## src/rtl/qec_consts.vh

```
// Constants for the quadrature encoder counter: register offsets, fields, timing.
// Assumes it is included by the counter module and nothing else.
`ifndef QEC_CONSTS_VH
`define QEC_CONSTS_VH

// ----------------------------------------------------------------------------
// Register offsets
// ----------------------------------------------------------------------------
`define QEC_ADDR_CTRL      4'h0
`define QEC_ADDR_COUNT     4'h1
`define QEC_ADDR_RAW       4'h2
`define QEC_ADDR_STATUS    4'h3

// ----------------------------------------------------------------------------
// Control register fields
// ----------------------------------------------------------------------------
`define QEC_CTRL_RESET     0
`define QEC_CTRL_ARM       1
`define QEC_CTRL_IDX_RISE  2
`define QEC_CTRL_GATE_EN   3
`define QEC_CTRL_GATE_INV  4
`define QEC_CTRL_STEPDIR   5
`define QEC_CTRL_FILTER    6
`define QEC_CTRL_RESET_VAL 8'h40

// ----------------------------------------------------------------------------
// Filter lengths in sample clocks
// ----------------------------------------------------------------------------
`define QEC_FILT_LONG      4'hF
`define QEC_FILT_SHORT     4'h3

`endif

```

## src/rtl/qec_counter.v

```verilog
// Quadrature / step-direction encoder counter for one channel with index capture.
// Assumes ref_clk_i is the encoder sample clock and encoder pins are asynchronous.
// How it works
// - Channel takes A, B, index, plus an index-gating input when built with one.
// - While counter reset is set, adjusted count is held at zero.
// - Counter reset is never cleared by hardware; software clears it.
// - Armed index zeroes adjusted count on qualified index and clears the arm bit.
// - Running total counts since start-up, untouched by reset or index.
// - Edge bit one selects rising index edge, zero selects falling edge.
// - Gating enabled accepts index only at qualifying gate level; else ignored.
// - Gating polarity set needs gate low; clear needs gate high.
// - Mode bit zero selects quadrature; one makes A step and B direction.
// - Inputs register after 15 stable clocks filtered, 3 unfiltered.
// - Sampling and filtering run on the encoder sample clock.
//
// Design decisions made here: the strobed register port and the placing of the registers.
`timescale 1ns/1ns
`default_nettype none
`include "qec_consts.vh"

module qec_counter #(
   parameter        HAS_GATE = 1,
   parameter        CW       = 32,
   parameter real   CLK_MHZ  = 100.0
) (
   // Clock and reset
   input  wire          ref_clk_i,
   input  wire          rst_i,
   // Encoder pins
   input  wire          enc_a_i,
   input  wire          enc_b_i,
   input  wire          enc_idx_i,
   input  wire          enc_gate_i,
   // Register port
   input  wire [3:0]    reg_addr_i,
   input  wire [31:0]   reg_wdata_i,
   input  wire          reg_wr_i,
   input  wire          reg_rd_i,
   output reg  [31:0]   reg_rdata_o,
   // Status
   output reg  [CW-1:0] count_o,
   output reg  [CW-1:0] raw_count_o,
   output wire          index_seen_o
);

   // -------------------------------------------------------------------------
   // Synchronisers
   // -------------------------------------------------------------------------
   // Two stages on every pin before the filter; the first stage feeds only
   // the second.
   reg  [3:0] sync1;
   reg  [3:0] sync2;
   wire [3:0] pins;

   assign pins = {(HAS_GATE != 0) ? enc_gate_i : 1'b1, enc_idx_i, enc_b_i, enc_a_i};

   always @(posedge ref_clk_i) begin
      if (rst_i) begin
         sync1 <= 4'h0;
         sync2 <= 4'h0;
      end else begin
         sync1 <= pins;
         sync2 <= sync1;
      end
   end

   // -------------------------------------------------------------------------
   // Control register
   // -------------------------------------------------------------------------
   reg  [7:0] ctrl;
   reg        idx_seen;
   wire       idx_event;

   wire       cnt_reset = ctrl[`QEC_CTRL_RESET];
   wire       armed     = ctrl[`QEC_CTRL_ARM];
   wire       idx_rise  = ctrl[`QEC_CTRL_IDX_RISE];
   wire       gate_en   = ctrl[`QEC_CTRL_GATE_EN];
   wire       gate_inv  = ctrl[`QEC_CTRL_GATE_INV];
   wire       step_mode = ctrl[`QEC_CTRL_STEPDIR];
   wire       filt_on   = ctrl[`QEC_CTRL_FILTER];

   // -------------------------------------------------------------------------
   // Digital filters
   // -------------------------------------------------------------------------
   // One counter per line; a change is accepted only once it has held for the
   // whole window, so a shorter glitch restarts the count and is dropped.
   wire [3:0] filt_len = filt_on ? `QEC_FILT_LONG : `QEC_FILT_SHORT;
   reg  [3:0] filt_cnt [0:3];
   reg  [3:0] clean;
   integer    i;

   always @(posedge ref_clk_i) begin
      if (rst_i) begin
         for (i = 0; i < 4; i = i + 1) begin
            filt_cnt[i] <= 4'h0;
         end
         clean <= 4'h0;
      end else begin
         for (i = 0; i < 4; i = i + 1) begin
            if (sync2[i] == clean[i]) begin
               filt_cnt[i] <= 4'h0;
            end else if (filt_cnt[i] >= filt_len - 4'h1) begin
               filt_cnt[i] <= 4'h0;
               clean[i]    <= sync2[i];
            end else begin
               filt_cnt[i] <= filt_cnt[i] + 4'h1;
            end
         end
      end
   end

   // -------------------------------------------------------------------------
   // Decoding
   // -------------------------------------------------------------------------
   reg  [3:0] prev;
   reg        step_up;
   reg        step_dn;

   // Edge finder shared by the step input and the index input.
   function edge_of;
      input now_lvl;
      input was_lvl;
      input want_rise;
      begin
         edge_of = want_rise ? (now_lvl && !was_lvl) : (!now_lvl && was_lvl);
      end
   endfunction

   always @(posedge ref_clk_i) begin
      if (rst_i) begin
         prev <= 4'h0;
      end else begin
         prev <= clean;
      end
   end

   always @* begin
      step_up = 1'b0;
      step_dn = 1'b0;
      if (step_mode) begin
         if (edge_of(clean[0], prev[0], 1'b1)) begin
            step_up = clean[1];
            step_dn = !clean[1];
         end
      end else begin
         // Gray step forward: 00-01-11-10. A double change is ignored.
         case ({prev[1:0], clean[1:0]})
            4'b0001, 4'b0111, 4'b1110, 4'b1000: step_up = 1'b1;
            4'b0010, 4'b1011, 4'b1101, 4'b0100: step_dn = 1'b1;
            default: begin
               step_up = 1'b0;
               step_dn = 1'b0;
            end
         endcase
      end
   end

   // -------------------------------------------------------------------------
   // Index qualification
   // -------------------------------------------------------------------------
   wire idx_edge = edge_of(clean[2], prev[2], idx_rise);
   wire gate_ok  = !gate_en || (gate_inv ? !clean[3] : clean[3]);

   assign idx_event    = armed && idx_edge && gate_ok;
   assign index_seen_o = idx_seen;

   // -------------------------------------------------------------------------
   // Counters
   // -------------------------------------------------------------------------
   wire [CW-1:0] delta = step_up ? {{(CW-1){1'b0}}, 1'b1} :
                         step_dn ? {CW{1'b1}} : {CW{1'b0}};

   always @(posedge ref_clk_i) begin
      if (rst_i) begin
         count_o     <= {CW{1'b0}};
         raw_count_o <= {CW{1'b0}};
      end else begin
         raw_count_o <= raw_count_o + delta;
         if (cnt_reset || idx_event) begin
            count_o <= {CW{1'b0}};
         end else begin
            count_o <= count_o + delta;
         end
      end
   end

   // -------------------------------------------------------------------------
   // Register port
   // -------------------------------------------------------------------------
   // The arm bit is cleared by the index event; an index in the same cycle as
   // a software write of arm wins, so the capture is never lost.
   always @(posedge ref_clk_i) begin
      if (rst_i) begin
         ctrl     <= `QEC_CTRL_RESET_VAL;
         idx_seen <= 1'b0;
      end else begin
         if (reg_wr_i && reg_addr_i == `QEC_ADDR_CTRL) begin
            ctrl <= reg_wdata_i[7:0];
         end
         if (reg_wr_i && reg_addr_i == `QEC_ADDR_STATUS && reg_wdata_i[0]) begin
            idx_seen <= 1'b0;
         end
         if (idx_event) begin
            ctrl[`QEC_CTRL_ARM] <= 1'b0;
            idx_seen            <= 1'b1;
         end
      end
   end

   always @(posedge ref_clk_i) begin
      if (rst_i) begin
         reg_rdata_o <= 32'h0;
      end else if (reg_rd_i) begin
         case (reg_addr_i)
            `QEC_ADDR_CTRL:   reg_rdata_o <= {24'h0, ctrl};
            `QEC_ADDR_COUNT:  reg_rdata_o <= count_o;
            `QEC_ADDR_RAW:    reg_rdata_o <= raw_count_o;
            `QEC_ADDR_STATUS: reg_rdata_o <= {28'h0, clean};
            default:          reg_rdata_o <= 32'h0;
         endcase
      end else begin
         reg_rdata_o <= 32'h0;
      end
   end

endmodule // qec_counter

`default_nettype wire
```

## config.mk

```make
export PLATFORM = sky130hd
export DESIGN_NAME = qec_counter
export DESIGN_NICKNAME = d
export VERILOG_FILES = /design/src/rtl/qec_counter.v
export VERILOG_INCLUDE_DIRS = /design/src /design/src/rtl
export SDC_FILE = /design/constraint.sdc
export NUM_CORES = 1
export LEC_CHECK = 0
export BUFFER_PORTS_ARGS = -buffer_cell sky130_fd_sc_hd__buf_2
export CAP_MARGIN = 20
export CORE_UTILIZATION = 30
export DETAILED_ROUTE_END_ITERATION = 10
export SLEW_MARGIN = 20
export SYNTH_ARGS = -nofsm -noshare
export SYNTH_HDL_FRONTEND = slang
export SYNTH_SLANG_ARGS = --single-unit
```

## constraint.sdc

```tcl
create_clock -name ref_clk_i -period 8.5 [get_ports ref_clk_i]
set_input_delay 1.7 -clock ref_clk_i [delete_from_list [all_inputs] [get_ports ref_clk_i]]
set_output_delay 1.7 -clock ref_clk_i [all_outputs]
set_load 0.01 [all_outputs]
```

After elaboration in Yosys (flattened, before gate mapping)
Memories as Yosys holds them, arrays and structs flattened.
Index checks and enable logic that the tools add are counted.
{"block": "op_classes", "n_addsub": 7, "mul": 0, "div_mod_pow": 0, "order_cmp": 4, "n_eq_ne": 15, "shift": 0, "mux": 72, "bitwise_logic": 17, "reduce_logical": 27}
{"operator": "32-bit case mux with 4 select lines", "count": 1}
{"operator": "32-bit adder", "count": 2}
{"operator": "32-bit 2-to-1 mux", "count": 2}
{"operator": "1-bit 2-to-1 mux", "count": 56}
{"operator": "4-bit 2-to-1 mux", "count": 13}
{"operator": "4-bit by 1-bit adder with 4-bit output (second input constant)", "count": 4}
{"operator": "4-bit == test (second input constant)", "count": 4}
{"operator": "4-bit greater-or-equal comparator", "count": 4}
{"operator": "4-bit by 2-bit == test with 1-bit output (second input constant)", "count": 3}
{"operator": "1-bit bitwise OR", "count": 12}
{"operator": "4-bit by 1-bit == test with 1-bit output (second input constant)", "count": 2}
{"operator": "4-bit by 3-bit == test with 1-bit output (second input constant)", "count": 2}
{"operator": "1-bit logical AND", "count": 8}
{"operator": "2-bit AND reduction", "count": 4}
{"operator": "4-bit OR reduction", "count": 2}
{"operator": "1-bit logical NOT", "count": 6}
{"operator": "2-bit OR reduction", "count": 3}
{"operator": "1-bit inverter", "count": 5}
{"operator": "1-bit == test", "count": 4}
{"operator": "4-bit logical NOT", "count": 1}
{"operator": "4-bit by 1-bit subtractor with 4-bit output (second input constant)", "count": 1}
{"operator": "1-bit logical OR", "count": 2}
{"operator": "2-bit nonzero test", "count": 1}
{"block": "word_totals", "reg_bits": 120, "latchBits": 0, "mem_bits_rw": 16, "mem_bits_ro": 0, "input_bits": 44, "output_inout_bits": 97, "wordCells": 156, "n_memories": 1}
{"memory": "filt_cnt", "depth": 4, "word_bits": 4, "rd": 4, "rd_clocked_by_memory_dff": 0, "wr": 4, "line_no": "qec_counter.v:88", "source": "reg [3:0] filt_cnt [0:3];"}

Longest topological paths before layout
{"block": "depth", "depth_word": 9, "mapped_depth": 16}

Least setup slack after synthesis
OpenSTA, ideal clock, no wires.
{"block": "synth_timing", "path_type": "flip-flop to flip-flop", "startpoint": "register clean[0]", "endpoint": "register raw_count_o[24]", "setup_ns": 0.121, "t_arrival_ns": 5.482, "required_ns": 8.379, "setup_slack_ns": 2.897, "stages_incl_launch_ff": 13, "n_path_buf": 1, "cell_sequence": "dfxtp_1 clkbuf_1 xor2_1 o31ai_2 ha_1 nor2b_1 o31a_1 o21a_1 o2111ai_1 nand2_1 o41a_1 a221oi_2 mux2_2"}
{"block": "synth_via", "elab_chain_cells": 7, "elab_cells_between_ends": 20}
{"element": "start: declaration", "line_no": "qec_counter.v:89", "source": "reg [3:0] clean;"}
{"element": "start signal: indexed assignment", "line_no": "qec_counter.v:104", "source": "clean[i] <= sync2[i];"}
{"element": "4-bit by 2-bit == test with 1-bit output, or another cell as far along", "line_no": "qec_counter.v:147", "source": "case ({prev[1:0], clean[1:0]})"}
{"element": "4-bit OR reduction", "line_no": "qec_counter.v:147"}
{"element": "1-bit 2-to-1 mux", "line_no": "qec_counter.v:147"}
{"element": "1-bit 2-to-1 mux", "line_no": "qec_counter.v:140", "source": "if (step_mode) begin"}
{"element": "32-bit 2-to-1 mux", "line_no": "qec_counter.v:171", "source": "step_dn ? {CW{1'b1}} : {CW{1'b0}};"}
{"element": "32-bit 2-to-1 mux (*)", "line_no": "qec_counter.v:170", "source": "wire [CW-1:0] delta = step_up ? {{(CW-1){1'b0}}, 1'b1} :"}
{"element": "32-bit adder (*)", "line_no": "qec_counter.v:178", "source": "raw_count_o <= raw_count_o + delta;"}
{"element": "end signal: assignment", "line_no": "qec_counter.v:176", "source": "raw_count_o <= {CW{1'b0}};"}
{"element": "end signal: assignment", "line_no": "qec_counter.v:178"}
{"element": "end: declaration", "line_no": "qec_counter.v:42", "source": "output reg [CW-1:0] raw_count_o,"}
Every way passes the cells marked *; elsewhere a longest branch is shown, timed or not.
A chain may end at the register's enable or synchronous reset.

Worst setup path in the final report
{"block": "layout_timing", "startpoint": "register clean[0]", "endpoint": "register count_o[24]"}
{"block": "layout_via", "elab_chain_cells": 7, "elab_cells_between_ends": 20}
{"element": "4-bit by 2-bit == test with 1-bit output, or another cell as far along", "line_no": "qec_counter.v:147"}
{"element": "4-bit OR reduction", "line_no": "qec_counter.v:147"}
{"element": "1-bit 2-to-1 mux", "line_no": "qec_counter.v:147"}
{"element": "1-bit 2-to-1 mux", "line_no": "qec_counter.v:140"}
{"element": "32-bit 2-to-1 mux", "line_no": "qec_counter.v:171"}
{"element": "32-bit 2-to-1 mux (*)", "line_no": "qec_counter.v:170"}
{"element": "32-bit adder (*)", "line_no": "qec_counter.v:182", "source": "count_o <= count_o + delta;"}
{"element": "end signal: assignment", "line_no": "qec_counter.v:175", "source": "count_o <= {CW{1'b0}};"}
{"element": "end signal: assignment", "line_no": "qec_counter.v:180", "source": "count_o <= {CW{1'b0}};"}
{"element": "end signal: assignment", "line_no": "qec_counter.v:182"}
{"element": "end: declaration", "line_no": "qec_counter.v:41", "source": "output reg [CW-1:0] count_o,"}
Marks and branches as above.

==> run summary <==
Adder-cell share of the synthesized area = 12.60%
Worst reg2reg startpoint = clean[0]$_SDFFE_PP0P_
Via count of the routed design = 7165
DRT Pass-1 Iters = 8
Final min period = 4629 ps
Total grt overflow = 0
Sequential fraction of the synthesis area = 35.74%
Most instantiated flip-flop cell in the synthesis netlist = dfxtp_1
Number of antenna-violating nets in the routed design = 0
Mapped Cells = 939
Data arrival at the endpoint of the critical path = 4940 ps
Cell Area, Placed = 9029 um^2
Failing checks = design-rule violations
Combined area of all synthesized cells = 8065 um^2
Power per cell area = 153.6 nW/um^2
Endpoints failing hold = 0
Initial detailed-routing violation count = 405
Share of flip-flops with an asynchronous set or reset = 0%
Count of flip-flops with a built-in enable after synthesis = 16
Min-Delay Path Class = flip-flop to flip-flop
Data required time of the critical path = 8810 ps
Type of the worst setup path = flip-flop to flip-flop
TritonCTS clock tree = built
Final clock skew = 13.40 ps
Worst Setup EP = count_o[24]$_SDFF_PP0_
I/O Pins = 141
Setup-violating endpoint count in the final report = 0
Initial standard-cell utilization of the core = 30.78%
Maximum net fanout on the critical path = 63
Total power of the final layout = 0.001470 W
Launch instance of the worst min-delay path = sync1[0]$_SDFF_PP0_
Length in cells of the worst reg-to-reg path = 14
Root Driver = clkbuf_16
Clock insertion delay at the later pin of the skew report = 440 ps
Number of antenna violations at the first check in global routing = 0
Floorplan die area = 27540 um^2
Fin crit share = 54.46%
Crit path depth = 14
Maximum buffer depth of the clock tree = 2
Placement Setup Slack = 3875 ps
Max frequency = 216.0 MHz
All-Layer GR Usage = 16.34%
Synth cell types = 64
Proportion of netlist area held by the largest area contributor = 29.79%
Critical Path End Type = flip-flop
Max-capacitance violation count = 0
Final Routed Wirelength = 22.26 mm
I/O Buffers = 116
Top cell family by delay on the critical path = compound AO/OA/AOI/OAI gates
Slew headroom = 46.30%
Setup repair after global routing missed its margin = no
Post-Synth XOR/XNOR Area = 6.624%
Post-DR vias/cell = 5.114
WP buf/inv = 2
Beginning of the critical path = clean[0]$_SDFFE_PP0P_
Fill cells = 2679
Worst Tran Pin Value = 805.5 ps
Count of instances resized after the clock tree is built = 0
Type of element launching the critical path = flip-flop
Compound-cell area share of the yosys netlist = 20.63%
LEAKAGE = 4.254 nW
Cell with the most instances after synthesis = nor2_1
Global-route wire length before repair = 36.07 mm
Maximum VDD drop = 113.1 uV
Synth warn = 0
Top area cells in the synthesized netlist = dfxtp_1 (30%), ha_1 (12%), nor2_1 (6.4%)
Level count of the clock H-tree = 4
Routability congestion estimate from global placement = 0.8845
Number of clock sinks = 136
Share of synthesized cell area in and, or, nand and nor gates = 19.73%
Multiplexer share of the synthesized area = 1.505%
Top cells by count, synth = nor2_1 (138), dfxtp_1 (120), ha_1 (78)
Std cell rows = 59
Vias in the first global route = 6859
Height of the die = 166.0 um
Endpoint of the worst-slack reg-to-reg timing path = count_o[24]$_SDFF_PP0_
Standard cell with the maximum stage delay on the critical path = buf_4
TritonCTS buffer count = 17
Routed length per instance = 15.89 um
DRC = 7
Synth Register Bits = 136
Yosys top cell by area = dfxtp_1
# hold bufs at CTS = 0
Worst hold slack = 433.9 ps
Footprint of the flip-flops and latches = 2883 um^2
Buffers inserted during post-CTS setup optimization = 0
Final Instance Area = 9570 um^2
Net count, final = 1177
Layout cell share with drive strength beyond 1 = 16.42%
P&R area growth vs syn = 18.66%
Die X = 166.0 um
Ant diodes = 0
Combinational family with the most area after synthesis = compound AO/OA/AOI/OAI gates
CTS clock-pin slew for the worst setup and hold paths = 60 ps
Largest net degree at the start of global routing = 69
Area of the multi-input gates = 5011 um^2
Total negative slack = 0 ps
Final max-slew violation count = 0
Setup slack of the most critical reg-to-reg path = 3870 ps
Post-layout worst setup margin = 3871 ps
Outcome = complete, but fails checks
Synthesized area per cell = 8.589 um^2
Cells traversed along the worst timing path = nor2b_1 -> nand3b_1 -> o31ai_4 -> buf_4 -> inv_1 -> fa_1 -> nand2b_1 -> a21oi_1 -> o2111ai_1 -> a211oi_1 -> a31oi_1 -> o21ai_0 -> xnor2_1 -> nor2_1
Floorplan core area = 26210 um^2
Worst stage delay on the critical path = 600 ps
HPWL after DPL = 16.06 mm
[layout by cell type, fill, tap and decap left out, types with 26 or more instances in the layout]
cell type  count
dfxtp_1      120
o21ai_0       37
ha_1          78
a21oi_1       67
xnor2_1       35
nand2_1       56
nor2_1       137
a22oi_1       36
nand3_1       28
xor2_1        26
a21o_1        27
nor2b_1       32
buf_2        116
[stage by stage]
| step | std cells | utilization (%) |
|---|---|---|
| 2_1_floorplan | 954 | - |
| 3_3_place_gp | 1369 | 34.45 |
| 3_5_place_dp | 1369 | 34.45 |
| 4_1_cts | 1401 | 36.52 |
| 5_1_grt | 1401 | 36.52 |
| 6_report | 1401 | 36.52 |
[registers in the layout, summed over array words and instances (netlist names)]
signal        cells
count_o          32
raw_count_o      32
reg_rdata_o      32
filt_cnt         16
ctrl              8
clean             4
sync1             4
sync2             4
prev              3
index_seen_o      1
[area by class of cell]
class	instances	share of cell area, %
clock inverters	15	1.216
flip-flops and latches	136	30.12
well taps	335	4.380
repair buffers	123	6.615
clock buffers	17	4.445
inverters	22	0.8629
multi-input cells	753	52.36
[power by group]
group          internal (W)   total, W  leakage, nW  switching [W]
registers          0.000663   0.000678         1.13      0.0000149
clock network      0.000378   0.000700        0.267       0.000322
logic             0.0000356  0.0000920         2.85      0.0000564
total               0.00108    0.00147         4.25       0.000393
[kinds of logic (layout without fill, tap and decap cells)]
logic type               count (synthesis)  after routing
flip-flops                             136            136
other                                    1             16
AND/OR/NAND/NOR                        338            338
multiplexers                            11             11
XOR/XNOR                                61             61
AO/OA/AOI/OAI                          247            247
adder cells (fa/ha/maj)                 80             80
buffers and inverters                   65            177
[metal layers]
metal,wire (um),vias to the layer above,global-route usage (%)
li1,-,3603,-
met1,10880,3374,21.81
met2,9962,160,26.38
met3,977,28,3.241
met4,448,0,5.242
met5,0,-,0
[worst min path at each step]
stage | endpoint | slack, ps | cells after the start
finish | sync2[0]$_SDFF_PP0_ | 430 | 1
global route | sync2[1]$_SDFF_PP0_ | 470 | 1
detailed placement | sync2[0]$_SDFF_PP0_ | 420 | 1
CTS | sync2[0]$_SDFF_PP0_ | 440 | 1
floorplan | sync2[0]$_SDFF_PP0_ | 410 | 1
global placement | sync2[0]$_SDFF_PP0_ | 430 | 1
(Power assumes the default switching activity.)
